## src/design/tcmp_defs.svh

```systemverilog
// Register offsets, field positions and reset values of the compare timer.
// Included by the timer module.
`ifndef TCMP_DEFS_SVH
`define TCMP_DEFS_SVH
`define TCMP_OFF_SEL   8'h00
`define TCMP_OFF_FORCE 8'h04
`define TCMP_OFF_MASK  8'h08
`define TCMP_OFF_DATA  8'h0C
`define TCMP_OFF_PORT  8'h10
`define TCMP_OFF_DIR   8'h14
`define TCMP_OFF_ACT   8'h18
`define TCMP_OFF_CTL   8'h1C
`define TCMP_OFF_CNT   8'h20
`define TCMP_OFF_FLAG  8'h24
`define TCMP_OFF_ACC   8'h28
`define TCMP_OFF_TC0   8'h40
`define TCMP_OFF_TC7   8'h5C
`define TCMP_CTL_EN    0
`define TCMP_CTL_PR_LO 1
`define TCMP_CTL_PR_HI 3
`define TCMP_CTL_ACC   4
`define TCMP_PR_MAX    3'h5
`define TCMP_RST_BYTE  8'h00
`define TCMP_RST_ACT   16'h0000
`define TCMP_RST_CTL   5'h00
`define TCMP_RST_WORD  16'h0000
`endif

```

## src/design/tcmp_pkg.sv

```systemverilog
// Types shared by the compare timer and its bench.
// Assumes tcmp_defs.svh on the include path.
package tcmp_pkg;
  // APB request from the bus master
  typedef struct packed {
    logic        psel;
    logic        penable;
    logic        pwrite;
    logic [7:0]  paddr;
    logic [31:0] pwdata;
  } tcmp_apb_req_t;
  // Two-bit compare output action
  typedef enum logic [1:0] {
    TCMP_ACT_OFF = 2'h0,
    TCMP_ACT_TGL = 2'h1,
    TCMP_ACT_CLR = 2'h2,
    TCMP_ACT_SET = 2'h3
  } tcmp_act_t;
endpackage

```

## src/design/tcmp_timer.sv

```systemverilog
// Eight-channel capture/compare timer with timer port control and APB slave.
// Assumes one 20 MHz clock, synchronous reset, port pins from outside.
`include "tcmp_defs.svh"
`timescale 1ns/10ps
`default_nettype none
module tcmp_timer #(
  parameter int CW = 16
) (
  // Clock and reset
  input  wire logic                   i_mclk,
  input  wire logic                   i_rst,
  // APB slave
  input  wire tcmp_pkg::tcmp_apb_req_t i_apb,
  output logic [31:0]                 o_prdata,
  output logic                        o_pready,
  output logic                        o_pslverr,
  // Timer port pins
  input  wire logic [7:0]             i_port_pin,
  output logic [7:0]                  o_port_out,
  output logic [7:0]                  o_port_oe
);
  localparam int NCH = 8;

  logic [7:0]    sel_ff;
  logic [7:0]    mask_ff;
  logic [7:0]    data_ff;
  logic [7:0]    port_ff;
  logic [7:0]    dir_ff;
  logic [15:0]   act_ff;
  logic [4:0]    ctl_ff;
  logic [CW-1:0] cnt_ff;
  logic [CW-1:0] acc_ff;
  logic [7:0]    flag_ff;
  logic [CW-1:0] tc_ff [NCH];
  logic [7:0]    oc_ff;
  logic [4:0]    pre_ff;
  logic          new_ff;
  logic [31:0]   rd_ff;
  logic [7:0]    s1_ff;
  logic [7:0]    s2_ff;
  logic [7:0]    s3_ff;
  logic [7:0]    lvl_ff;

  logic          wr;
  logic          setup;
  logic [7:0]    force_v;
  logic [7:0]    match;
  logic [7:0]    edge_v;
  logic [7:0]    own;
  logic          hit7;
  logic          tick;
  logic [2:0]    pr;
  logic [7:0]    nxt_oc;
  logic [31:0]   nxt_rd;

  // Address decode for the error answer
  function automatic logic mapped(input logic [7:0] a);
    mapped = (a[1:0] == 2'h0) &&
             ((a <= `TCMP_OFF_ACC) ||
              ((a >= `TCMP_OFF_TC0) && (a <= `TCMP_OFF_TC7)));
  endfunction

  function automatic logic [2:0] tc_idx(input logic [7:0] a);
    logic [7:0] d;
    d = a - `TCMP_OFF_TC0;
    tc_idx = d[4:2];
  endfunction

  function automatic logic is_tc(input logic [7:0] a);
    is_tc = (a >= `TCMP_OFF_TC0) && (a <= `TCMP_OFF_TC7) && (a[1:0] == 2'h0);
  endfunction

  // Output action on one compare output
  function automatic logic act_next(input logic cur, input logic [1:0] a);
    unique case (tcmp_pkg::tcmp_act_t'(a))
      tcmp_pkg::TCMP_ACT_OFF: act_next = cur;
      tcmp_pkg::TCMP_ACT_TGL: act_next = ~cur;
      tcmp_pkg::TCMP_ACT_CLR: act_next = 1'b0;
      tcmp_pkg::TCMP_ACT_SET: act_next = 1'b1;
    endcase
  endfunction

  // Zero-wait APB answer
  assign setup     = i_apb.psel & ~i_apb.penable;
  assign wr        = i_apb.psel & i_apb.penable & i_apb.pwrite;
  assign o_pready  = 1'b1;
  assign o_pslverr = i_apb.psel & i_apb.penable & ~mapped(i_apb.paddr);
  assign o_prdata  = rd_ff;

  // Force bits live for the write cycle only
  assign force_v = (wr && i_apb.paddr == `TCMP_OFF_FORCE) ? i_apb.pwdata[7:0] : 8'h00;

  // Pin synchroniser; a change counts when stages two and three agree
  always_ff @(posedge i_mclk) begin
    if (i_rst) begin
      s1_ff  <= 8'h00;
      s2_ff  <= 8'h00;
      s3_ff  <= 8'h00;
      lvl_ff <= 8'h00;
    end else begin
      s1_ff <= i_port_pin;
      s2_ff <= s1_ff;
      s3_ff <= s2_ff;
      for (int i = 0; i < NCH; i++) begin
        if (s2_ff[i] == s3_ff[i]) begin
          lvl_ff[i] <= s3_ff[i];
        end
      end
    end
  end
  assign edge_v = ~(s2_ff ^ s3_ff) & (s3_ff ^ lvl_ff);

  // Prescaler: 2^pr module clocks per count
  assign pr   = (ctl_ff[`TCMP_CTL_PR_HI:`TCMP_CTL_PR_LO] > `TCMP_PR_MAX) ?
                `TCMP_PR_MAX : ctl_ff[`TCMP_CTL_PR_HI:`TCMP_CTL_PR_LO];
  assign tick = ctl_ff[`TCMP_CTL_EN] &&
                ((pre_ff & 5'((6'h01 << pr) - 6'h01)) == 5'h00);

  always_ff @(posedge i_mclk) begin
    if (i_rst) begin
      pre_ff <= 5'h00;
      cnt_ff <= `TCMP_RST_WORD;
      new_ff <= 1'b0;
    end else begin
      new_ff <= tick;
      if (ctl_ff[`TCMP_CTL_EN]) begin
        pre_ff <= pre_ff + 5'h01;
      end
      if (tick) begin
        cnt_ff <= cnt_ff + CW'(1);
      end
    end
  end

  // Compare once per new counter value
  always_comb begin
    for (int i = 0; i < NCH; i++) begin
      match[i] = sel_ff[i] & new_ff & (cnt_ff == tc_ff[i]);
    end
  end
  assign hit7 = match[7] | (force_v[7] & sel_ff[7]);

  // Compare outputs: own action, then channel-seven override
  always_comb begin
    for (int i = 0; i < NCH; i++) begin
      nxt_oc[i] = oc_ff[i];
      if (sel_ff[i] && (match[i] || force_v[i])) begin
        nxt_oc[i] = act_next(oc_ff[i], act_ff[2*i +: 2]);
      end
      if (hit7 && mask_ff[i]) begin
        nxt_oc[i] = data_ff[i];
      end
    end
  end

  always_ff @(posedge i_mclk) begin
    if (i_rst) begin
      oc_ff <= `TCMP_RST_BYTE;
    end else begin
      oc_ff <= nxt_oc;
    end
  end

  // Pin ownership and drive
  always_comb begin
    for (int i = 0; i < NCH; i++) begin
      own[i] = sel_ff[i] & ((act_ff[2*i +: 2] != 2'h0) | mask_ff[i]);
    end
  end
  assign o_port_oe  = own | (~own & dir_ff);
  assign o_port_out = (own & oc_ff) | (~own & port_ff);

  // Software registers
  always_ff @(posedge i_mclk) begin
    if (i_rst) begin
      sel_ff  <= `TCMP_RST_BYTE;
      mask_ff <= `TCMP_RST_BYTE;
      data_ff <= `TCMP_RST_BYTE;
      port_ff <= `TCMP_RST_BYTE;
      dir_ff  <= `TCMP_RST_BYTE;
      act_ff  <= `TCMP_RST_ACT;
      ctl_ff  <= `TCMP_RST_CTL;
    end else if (wr) begin
      unique case (i_apb.paddr)
        `TCMP_OFF_SEL:  sel_ff  <= i_apb.pwdata[7:0];
        `TCMP_OFF_MASK: mask_ff <= i_apb.pwdata[7:0];
        `TCMP_OFF_DATA: data_ff <= i_apb.pwdata[7:0];
        `TCMP_OFF_PORT: port_ff <= i_apb.pwdata[7:0];
        `TCMP_OFF_DIR:  dir_ff  <= i_apb.pwdata[7:0];
        `TCMP_OFF_ACT:  act_ff  <= i_apb.pwdata[15:0];
        `TCMP_OFF_CTL:  ctl_ff  <= i_apb.pwdata[4:0];
        default: ;
      endcase
    end
  end

  // Compare values and capture latches
  always_ff @(posedge i_mclk) begin
    if (i_rst) begin
      for (int i = 0; i < NCH; i++) begin
        tc_ff[i] <= `TCMP_RST_WORD;
      end
    end else begin
      if (wr && is_tc(i_apb.paddr)) begin
        tc_ff[tc_idx(i_apb.paddr)] <= i_apb.pwdata[CW-1:0];
      end
      for (int i = 0; i < NCH; i++) begin
        if (!sel_ff[i] && edge_v[i]) begin
          tc_ff[i] <= cnt_ff;
        end
      end
    end
  end

  // Flags: hardware set wins over write-one clear
  always_ff @(posedge i_mclk) begin
    if (i_rst) begin
      flag_ff <= `TCMP_RST_BYTE;
    end else begin
      for (int i = 0; i < NCH; i++) begin
        if (match[i] || (!sel_ff[i] && edge_v[i])) begin
          flag_ff[i] <= 1'b1;
        end else if (wr && i_apb.paddr == `TCMP_OFF_FLAG && i_apb.pwdata[i]) begin
          flag_ff[i] <= 1'b0;
        end
      end
    end
  end

  // Pulse accumulator on rising edges of pin 7
  always_ff @(posedge i_mclk) begin
    if (i_rst) begin
      acc_ff <= `TCMP_RST_WORD;
    end else if (ctl_ff[`TCMP_CTL_ACC] && edge_v[7] && s3_ff[7]) begin
      acc_ff <= acc_ff + CW'(1);
    end
  end

  // Read data captured in the setup phase
  always_comb begin
    nxt_rd = 32'h0000_0000;
    if (is_tc(i_apb.paddr)) begin
      nxt_rd[CW-1:0] = tc_ff[tc_idx(i_apb.paddr)];
    end else begin
      unique case (i_apb.paddr)
        `TCMP_OFF_SEL:  nxt_rd[7:0]    = sel_ff;
        `TCMP_OFF_FORCE: nxt_rd        = 32'h0000_0000;
        `TCMP_OFF_MASK: nxt_rd[7:0]    = mask_ff;
        `TCMP_OFF_DATA: nxt_rd[7:0]    = data_ff;
        `TCMP_OFF_PORT: nxt_rd[7:0]    = (dir_ff & port_ff) | (~dir_ff & lvl_ff);
        `TCMP_OFF_DIR:  nxt_rd[7:0]    = dir_ff;
        `TCMP_OFF_ACT:  nxt_rd[15:0]   = act_ff;
        `TCMP_OFF_CTL:  nxt_rd[4:0]    = ctl_ff;
        `TCMP_OFF_CNT:  nxt_rd[CW-1:0] = cnt_ff;
        `TCMP_OFF_FLAG: nxt_rd[7:0]    = flag_ff;
        `TCMP_OFF_ACC:  nxt_rd[CW-1:0] = acc_ff;
        default:        nxt_rd         = 32'h0000_0000;
      endcase
    end
  end

  always_ff @(posedge i_mclk) begin
    if (i_rst) begin
      rd_ff <= 32'h0000_0000;
    end else if (setup) begin
      rd_ff <= nxt_rd;
    end
  end

  // Checks
  a_count_step: assert property (@(posedge i_mclk) disable iff (i_rst)
    tick |=> cnt_ff == $past(cnt_ff) + CW'(1)) else $error("counter did not step");
  a_acc_step: assert property (@(posedge i_mclk) disable iff (i_rst)
    ctl_ff[`TCMP_CTL_ACC] && edge_v[7] && s3_ff[7] |=> acc_ff == $past(acc_ff) + CW'(1))
    else $error("accumulator did not step");
  a_gpio_idle: assert property (@(posedge i_mclk) disable iff (i_rst)
    (o_port_oe & ~own & ~dir_ff) == 8'h00) else $error("free pin driven");
  a_owned_drive: assert property (@(posedge i_mclk) disable iff (i_rst)
    ((o_port_out ^ oc_ff) & own) == 8'h00 && (o_port_oe & own) == own)
    else $error("owned pin not on compare output");
  a_latch_release: assert property (@(posedge i_mclk) disable iff (i_rst)
    ##1 ($past(own) & ~own & dir_ff) != 8'h00 |->
    ((o_port_out ^ port_ff) & ~own) == 8'h00) else $error("latched data lost");
  a_capture_only: assert property (@(posedge i_mclk) disable iff (i_rst)
    (match & ~sel_ff) == 8'h00) else $error("capture channel compared");
  a_force_zero: assert property (@(posedge i_mclk) disable iff (i_rst)
    setup && i_apb.paddr == `TCMP_OFF_FORCE |=> o_prdata == 32'h0000_0000)
    else $error("force register read nonzero");
  a_force_noflag: assert property (@(posedge i_mclk) disable iff (i_rst)
    force_v != 8'h00 && match == 8'h00 && edge_v == 8'h00 |=> flag_ff <= $past(flag_ff))
    else $error("force set a flag");
  a_mask_output: assert property (@(posedge i_mclk) disable iff (i_rst)
    (o_port_oe & mask_ff & sel_ff) == (mask_ff & sel_ff)) else $error("masked pin not output");
  a_seven_data: assert property (@(posedge i_mclk) disable iff (i_rst)
    hit7 |=> ((oc_ff ^ $past(data_ff)) & $past(mask_ff)) == 8'h00)
    else $error("channel seven data not copied");
  a_toggle_one: assert property (@(posedge i_mclk) disable iff (i_rst)
    match[0] && act_ff[1:0] == 2'h1 && !(hit7 && mask_ff[0]) |=> oc_ff[0] != $past(oc_ff[0]))
    else $error("toggle action missed");
  a_match_flag: assert property (@(posedge i_mclk) disable iff (i_rst)
    match[0] |=> flag_ff[0]) else $error("match flag not set");
  a_reset_clear: assert property (@(posedge i_mclk)
    i_rst |=> sel_ff == 8'h00 && mask_ff == 8'h00 && o_port_oe == 8'h00)
    else $error("reset left pins driven");

  // Software writes, forced actions and capture
  a_select_write: assert property (@(posedge i_mclk) disable iff (i_rst)
    wr && i_apb.paddr == `TCMP_OFF_SEL |=> sel_ff == $past(i_apb.pwdata[7:0]))
    else $error("select write lost");
  a_port_store: assert property (@(posedge i_mclk) disable iff (i_rst)
    wr && i_apb.paddr == `TCMP_OFF_PORT |=> port_ff == $past(i_apb.pwdata[7:0]))
    else $error("port latch write lost");
  a_dir_keep: assert property (@(posedge i_mclk) disable iff (i_rst)
    !(wr && i_apb.paddr == `TCMP_OFF_DIR) |=> dir_ff == $past(dir_ff))
    else $error("direction changed without write");
  a_force_set: assert property (@(posedge i_mclk) disable iff (i_rst)
    force_v[0] && sel_ff[0] && act_ff[1:0] == 2'h3 && !(hit7 && mask_ff[0]) |=> oc_ff[0])
    else $error("forced set missed");
  a_clear_one: assert property (@(posedge i_mclk) disable iff (i_rst)
    (match[1] || force_v[1]) && sel_ff[1] && act_ff[3:2] == 2'h2 && !(hit7 && mask_ff[1])
    |=> !oc_ff[1]) else $error("clear action missed");
  a_toggle_two: assert property (@(posedge i_mclk) disable iff (i_rst)
    (match[2] || force_v[2]) && sel_ff[2] && act_ff[5:4] == 2'h1 && !(hit7 && mask_ff[2])
    |=> oc_ff[2] != $past(oc_ff[2])) else $error("forced toggle missed");
  a_capture_take: assert property (@(posedge i_mclk) disable iff (i_rst)
    !sel_ff[6] && edge_v[6] |=> tc_ff[6] == $past(cnt_ff) && flag_ff[6])
    else $error("capture not taken");
endmodule
`default_nettype wire

```

## config.mk

```make
export PLATFORM = sky130hd
export DESIGN_NAME = tcmp_timer
export DESIGN_NICKNAME = d
export VERILOG_FILES = /design/src/design/tcmp_pkg.sv /design/src/design/tcmp_timer.sv
export VERILOG_INCLUDE_DIRS = /design/src /design/src/design
export SDC_FILE = /design/constraint.sdc
export NUM_CORES = 1
export LEC_CHECK = 0
export BUFFER_PORTS_ARGS = -buffer_cell sky130_fd_sc_hd__buf_2
export CAP_MARGIN = 20
export CORE_MARGIN = 2
export CORE_UTILIZATION = 40
export CTS_CLUSTER_DIAMETER = 100
export CTS_CLUSTER_SIZE = 25
export DETAILED_ROUTE_END_ITERATION = 16
export GPL_TIMING_DRIVEN = 0
export HOLD_SLACK_MARGIN = 0.12
export PLACE_DENSITY = 0.54
export SLEW_MARGIN = 0
export SYNTH_ARGS = -nofsm -noshare
export SYNTH_HDL_FRONTEND = slang
export SYNTH_SLANG_ARGS = --single-unit
```

## constraint.sdc

```tcl
create_clock -name i_mclk -period 7 [get_ports i_mclk]
set_clock_uncertainty 0.15 [all_clocks]
set_input_delay 0.7 -clock i_mclk [delete_from_list [all_inputs] [get_ports i_mclk]]
set_output_delay 0.7 -clock i_mclk [all_outputs]
set_load 0.03 [all_outputs]
```

==> run summary, run 1 <==
FLOORPLAN
--------------------------------------------------------------------------------------
Overall die width                                                               205 um
Effective utilization at floorplan                                               40.5%
Die footprint                                                              0.0420 mm^2
Top-level port count                                                               103
Site row count                                                                      73
Core area                                                                  0.0398 mm^2
Y dimension of the die                                                          205 um

YOSYS
--------------------------------------------------------------------------------------
Cell accounting for the most synthesized area                                 edfxtp_1
Async set-reset flop share out of synthesis                                         0%
Netlist area before placement                                              0.0161 mm^2
Dominant cells by area after synthesis                                    edfxtp_1 24%, dfxtp_1 20%, a22o_1 5.4%, xnor2_1 4.8%, mux4_2 4.5%
Post-synth cell types                                                               74
Number of synthesized register bits                                                291
Area share of the leading cell type in the synthesized netlist                   23.8%
Post-synth top flop                                                            dfxtp_1
Number of flops mapped to enable cells by yosys                                    128
Yosys warns                                                                          0
Post-synthesis sequential area ratio                                             44.0%
Number of instances in the synthesized netlist                                    1654
Mean cell area of the mapped netlist                                         9.76 um^2

FINAL LAYOUT
--------------------------------------------------------------------------------------
Final Instance Area                                                        0.0177 mm^2
Leading cell type in the layout, fill and taps excluded                        dfxtp_1
Final instance count without filler cells                                         2284
Sequential Area                                                           0.00711 mm^2
Count of filler cells inserted in the layout                                      3935
Most used cells in the layout excluding fill and tap cells                163 x dfxtp_1, 159 x nor2_1, 137 x nand2_1, 128 x edfxtp_1, 99 x a22o_1
Net total in the final layout                                                     1806
Layout cell share with drive strength beyond 1                                   12.1%
Area added between synthesis and finish                                          9.60%
Final design utilization                                                         44.4%
Area taken by multi-input logic gates                                     0.00823 mm^2

TIMING
--------------------------------------------------------------------------------------
PnR worst setup slack                                                          3.12 ns
Hold Slack                                                                    0.239 ns
Final setup fails                                                                    0
Slew at the pin closest to its max-slew limit                                  1.09 ns
Final slew viol count                                                                0
Sum Neg Setup Slack                                                               0 ns
Maximum clock frequency                                                        258 MHz
Slew Limit Headroom                                                              27.5%
Final min period                                                               3.88 ns
Setup repair after global routing missed its margin                                 no
Fin. Hold Viols                                                                      0
Final Cycle Share                                                                55.5%

POWER
--------------------------------------------------------------------------------------
Static leakage                                                                 6.51 nW
Cell Pwr Density                                                           185 mW/mm^2
Overall power of the completed layout                                          3.27 mW
Worst vdd rail ir drop                                                        0.115 mV

CRITICAL PATH
--------------------------------------------------------------------------------------
Critical-path top delay cell                                                   a21oi_1
CP arrival                                                                     3.79 ns
CP Launch Type                                                                    flop
Endpoint required time on the critical path                                    6.90 ns
Largest fanout on the critical path                                                 16
Series of cell instances along the critical path                          or3b_2 > a21oi_1 > a221o_1 > a211o_1 > buf_4 > buf_6 > nand2_1
Maximum cell stage delay along the critical path                               0.71 ns
Worst setup path category                                                 flop to flop
Critical Path Sink Type                                                           flop

CTS
--------------------------------------------------------------------------------------
Maximum level of the CTS H-tree                                                      1
CTS hold repair buffers                                                              0
Total of cells resized after clock tree synthesis                                    0
Clock buffer count from CTS                                                         16
Buffers inserted by post-CTS timing repair                                           0
Clock sinks                                                                        291
Worst skew pair latency                                                        0.53 ns
TritonCTS clock tree                                                              done
Maximum buffer depth of the clock tree                                               3
Clock slew at the register clock pins of the worst setup and hold paths        0.10 ns
Root Driver                                                                  clkbuf_16

DETAILED ROUTING
--------------------------------------------------------------------------------------
Routed Antenna Nets                                                                  0
Via Count                                                                        13900
Vias per std cell                                                                 6.07
Wirelength, routed                                                             65.3 mm
TritonRoute pass-1 iters                                                             5
Routed length per instance                                                     28.6 um
Count of routing violations after the opening detailed-route iteration            1642
Post-route DRC                                                                       0

GLOBAL ROUTE
--------------------------------------------------------------------------------------
Number of global-route vias before repair                                        13100
Aggregate global routing overflow                                                    0
Pin count of the biggest net entering global routing                                27
Global routing usage summed across all routing layers                            30.9%
First-pass GRT wire length                                                     92.5 mm
Antenna violations before repair                                                     1

PLACE
--------------------------------------------------------------------------------------
Post-detail-place hpwl                                                         50.3 mm
Inst Count DP                                                                     2256
Port bufs                                                                           58
Post-Place Worst Slack                                                         2.91 ns
Gp weighted congestion                                                           0.997
DP Area                                                                    0.0172 mm^2

STATUS
--------------------------------------------------------------------------------------
Run status                                                                finished clean

MIN PATH
--------------------------------------------------------------------------------------
HP Class                                                                  input pin to flop

FLOW RUN
--------------------------------------------------------------------------------------
Max-capacitance violation count                                                      0

metal layers:
metal,GRT usage [%],share of wire (%),up-vias
li1,-,-,6151
met2,47.2,44,785
met3,7.10,11,110
met4,10.6,3.7,0
met5,0,0,-
met1,42.8,42,6816
cell type report:
type                    count  share of cell area (%)
plain buffers             149                    4.01
multi-input cells        1188                    46.5
clock buffers              22                    2.63
diodes                      2                  0.0283
repair buffers             62                    1.82
well taps                 525                    3.71
clock inverters             4                   0.248
inverters                  41                   0.870
flip-flops and latches    291                    40.2
where the power goes:
| part | switching [mW] | leakage, nW | internal, mW | total, mW |
|---|---|---|---|---|
| sequential | 0.0332 | 2.64 | 1.81 | 1.84 |
| combinational | 0.230 | 3.63 | 0.101 | 0.331 |
| clock | 0.614 | 0.242 | 0.482 | 1.10 |
| total | 0.877 | 6.51 | 2.39 | 3.27 |
cells by family after synthesis:
logic type / Yosys count / share of synthesized area, %
xor gates and xnor gates: 164 / 8.90
adders and majority gates: 4 / 0.310
buffers and inverters: 190 / 5.35
and+or+nand+nor: 555 / 17.6
muxes: 93 / 8.30
other: 2 / 0.0465
DFF: 291 / 44.0
AOI/OAI and AO/OA: 355 / 15.5
flip-flops by register name (all words and copies together), names as in the netlist, 16 cells and up:
register  count
act_ff       16
acc_ff       16
tc_ff       128
o_prdata     16
cnt_ff       16
worst paths after layout:
check	startpoint	end	slack, ns	cells after the start
hold / removal	i_port_pin[6]	s1_ff[6]$_SDFF_PP0_	0.24	2
hold reg to reg	s1_ff[2]$_SDFF_PP0_	s2_ff[2]$_SDFF_PP0_	0.30	1
setup / recovery	lvl_ff[6]$_SDFFE_PP0N_	tc_ff[7][12]$_DFFE_PP_	3.12	7
setup reg to reg	lvl_ff[6]$_SDFFE_PP0N_	tc_ff[7][12]$_DFFE_PP_	3.12	7
critical path, delay by kind of cell (launching register included):
kind                   cells  cell delay [ns]
AOI/OAI and AO/OA          3             1.34
and+or+nand+nor            2             1.05
buffers and inverters      2             0.45
DFF                        1             0.40
synth_stat cells, types with 5 or more instances:
library cell / number
mux4_2: 32
nor3_2: 7
a22oi_1: 12
a21o_1: 7
buf_4: 22
nor2b_1: 31
buf_1: 7
a31o_2: 7
buf_2: 36
o211ai_1: 10
inv_1: 41
a22o_1: 99
o22ai_1: 5
a21oi_1: 97
xnor2_1: 89
a211oi_1: 5
xor2_1: 75
nand2b_1: 30
nand3b_1: 10
clkbuf_1: 81
a31oi_1: 5
nand4_1: 32
nor2_1: 159
or3_1: 12
mux2_2: 7
nand3_1: 45
nor4_1: 12
o21ai_0: 55
and3_1: 18
o31ai_1: 8
a222oi_1: 11
mux2i_1: 54
nor3_1: 20
and2_1: 6
dfxtp_1: 163
nand2_1: 137
edfxtp_1: 128
or4_1: 6
Note: power is estimated with default switching activity, not from simulation.
==> inputs of run 2 (changes only) <==
PLACE_DENSITY = 0.57   (was 0.54)
clock period = 3.2 ns   (was 7 ns; I/O delays follow)
==> run 2 against run 1 <==
Hold slack worse by 0.095 ns. Fmax is 18% higher. Sequential share of layout area down 0.27 points. Critical endpoint is now tc_ff[0][5]$_DFFE_PP_. Clock power rose by 120%. The run now ends with negative setup slack left. Cell count is 0.48% higher. Combinational power grew 120%.
==> run summary, run 2 (synthesis results as in run 1) <==
TIMING
--------------------------------------------------------------------------------------
Setup repair after global routing missed its margin                                 no   unchanged
PnR worst setup slack                                                       -0.0820 ns   was 3.12 ns
Fin. Hold Viols                                                                      0   unchanged
Final Cycle Share                                                                 103%   was 55.5%
Hold Slack                                                                    0.144 ns   was 0.239 ns
Final slew viol count                                                                0   unchanged
Final setup fails                                                                   16   was 0
Maximum clock frequency                                                        305 MHz   was 258 MHz
Slew at the pin closest to its max-slew limit                                  1.09 ns   about the same
Slew Limit Headroom                                                              27.4%   was 27.5%
Final min period                                                               3.28 ns   was 3.88 ns

GLOBAL ROUTE
--------------------------------------------------------------------------------------
Global routing usage summed across all routing layers                            29.9%   was 30.9%
Antenna violations before repair                                                     3   was 1
Pin count of the biggest net entering global routing                                27   unchanged
Number of global-route vias before repair                                        13200   was 13100
Aggregate global routing overflow                                                    0   unchanged
First-pass GRT wire length                                                     91.1 mm   was 92.5 mm

PLACE
--------------------------------------------------------------------------------------
Post-Place Worst Slack                                                       -0.377 ns   was 2.91 ns
Port bufs                                                                           58   unchanged
Post-detail-place hpwl                                                         49.3 mm   was 50.3 mm
Gp weighted congestion                                                           0.997   about the same

POWER
--------------------------------------------------------------------------------------
Worst vdd rail ir drop                                                        0.242 mV   was 0.115 mV
Static leakage                                                                 6.55 nW   was 6.51 nW
Cell Pwr Density                                                           402 mW/mm^2   was 185 mW/mm^2

CTS
--------------------------------------------------------------------------------------
Root Driver                                                                  clkbuf_16   unchanged
Clock slew at the register clock pins of the worst setup and hold paths        0.11 ns   was 0.10 ns
Maximum buffer depth of the clock tree                                               3   unchanged
Buffers inserted by post-CTS timing repair                                           0   unchanged
Clock sinks                                                                        291   unchanged
TritonCTS clock tree                                                              done   unchanged
Worst skew pair latency                                                        0.54 ns   was 0.53 ns
Clock buffer count from CTS                                                         16   unchanged
Maximum level of the CTS H-tree                                                      1   unchanged

STATUS
--------------------------------------------------------------------------------------
Run status                                                                finished, violations left   was finished clean
Violations in the final reports                                           negative setup slack

CRITICAL PATH
--------------------------------------------------------------------------------------
Endpoint required time on the critical path                                    3.23 ns   was 6.90 ns
Worst setup path category                                                 flop to flop   unchanged
CP Launch Type                                                                    flop   unchanged
Critical Path Sink Type                                                           flop   unchanged
CP arrival                                                                     3.31 ns   was 3.79 ns
Largest fanout on the critical path                                                 16   unchanged

DETAILED ROUTING
--------------------------------------------------------------------------------------
Wirelength, routed                                                             63.3 mm   was 65.3 mm
Count of routing violations after the opening detailed-route iteration            1753   was 1642
TritonRoute pass-1 iters                                                             6   was 5
Vias per std cell                                                                 6.07   about the same
Routed length per instance                                                     27.6 um   was 28.6 um
Via Count                                                                        13900   about the same
Routed Antenna Nets                                                                  0   unchanged
Post-route DRC                                                                       0   unchanged

FINAL LAYOUT
--------------------------------------------------------------------------------------
Most used cells in the layout excluding fill and tap cells                163 x dfxtp_1, 159 x nor2_1, 136 x nand2_1, 128 x edfxtp_1, 99 x a22o_1   was 163 x dfxtp_1, 159 x nor2_1, 137 x nand2_1, 128 x edfxtp_1, 99 x a22o_1
Top register by number of flip-flops                                             tc_ff   unchanged
Flip-flop count of the largest register, all copies and words added                128   unchanged
Leading cell type in the layout, fill and taps excluded                        dfxtp_1   unchanged
Area added between synthesis and finish                                          10.3%   was 9.60%
Layout cell share with drive strength beyond 1                                   12.6%   was 12.1%
Net total in the final layout                                                     1815   was 1806

FLOORPLAN
--------------------------------------------------------------------------------------
Effective utilization at floorplan                                               40.5%   unchanged
Overall die width                                                               205 um   unchanged
Site row count                                                                      73   unchanged
Y dimension of the die                                                          205 um   unchanged
Die footprint                                                              0.0420 mm^2   unchanged
Core area                                                                  0.0398 mm^2   unchanged
Top-level port count                                                               103   unchanged

MIN PATH
--------------------------------------------------------------------------------------
HP Class                                                                  input pin to flop   unchanged

FLOW RUN
--------------------------------------------------------------------------------------
Max-capacitance violation count                                                      0   unchanged

run 2: changes by cell type in the layout (fill, tap and decap cells not counted), sizes merged:
cell | before | now
clkdlybuf4s18 | 1 | 0
clkbuf | 103 | 104
clkinv | 3 | 1
dlygate4sd3 | 0 | 9
buf | 129 | 130
diode | 2 | 3
inv | 41 | 43
run 2: timing repair:
action                     CTS  global route
pin swaps                    0             0
hold buffers                 9             0
hold endpoints to repair     9             0
resized for setup            4             7
setup endpoints to repair   96            92
gates cloned                 0             0
run 2: path summary, 6_finish.rpt:
kind              depth (start not counted)  slack (ns)                       to                   start
setup / recovery                          5       -0.08    tc_ff[0][5]$_DFFE_PP_  sel_ff[0]$_SDFFE_PP0P_
hold / removal                            3        0.14  act_ff[14]$_SDFFE_PP0P_               i_apb[14]
setup reg to reg                          5       -0.08    tc_ff[0][5]$_DFFE_PP_  sel_ff[0]$_SDFFE_PP0P_
hold reg to reg                           1        0.30      s2_ff[6]$_SDFF_PP0_     s1_ff[6]$_SDFF_PP0_
run 2: power by group:
group / switching, mW / total [mW] / internal (mW)
combinational: 0.490 / 0.719 / 0.229
clock: 1.38 / 2.41 / 1.04
sequential: 0.0748 / 4.03 / 3.96
run 2: final cells by class:
class | instances | area [um^2]
repair buffers | 71 | 405
multi-input cells | 1188 | 8270
fillers | 3883 | 22000
well taps | 525 | 657
clock buffers | 23 | 458
inverters | 41 | 154
plain buffers | 149 | 709
clock inverters | 4 | 43.8
diodes | 3 | 7.51
flip-flops and latches | 291 | 7110
run 2: per-layer routing:
layer,part of all wire [%],wire length (um),vias up,GRT usage (%)
li1,-,-,6160,-
met1,41,25700,6813,41.2
met2,45,28200,833,46.7
met3,11,6790,130,5.85
met4,4.1,2600,2,10.7
met5,0.021,13,-,0
run 2: worst max-delay path, stage by stage, from the launching register on:
cell and delay, ns:
dfxtp_1 0.62, a21o_1 0.30, nor2_4 0.13, a211o_1 0.43
nor3_2 0.68, or3_2 0.60
run 2: metrics by stage:
step / area, um^2 / TNS, ns / power, mW / cells / util, %
2_1_floorplan: 16200 / 0 / 4.52 / 1669 / -
5_1_grt: 17800 / 0 / 7.36 / 2292 / 44.7
3_3_place_gp: 17100 / -12.90 / 4.81 / 2252 / 43.1
4_1_cts: 17800 / 0 / 7.17 / 2290 / 44.6
6_report: 17800 / -1.14 / 7.17 / 2295 / 44.7
3_5_place_dp: 17200 / -13.59 / 4.81 / 2254 / 43.1
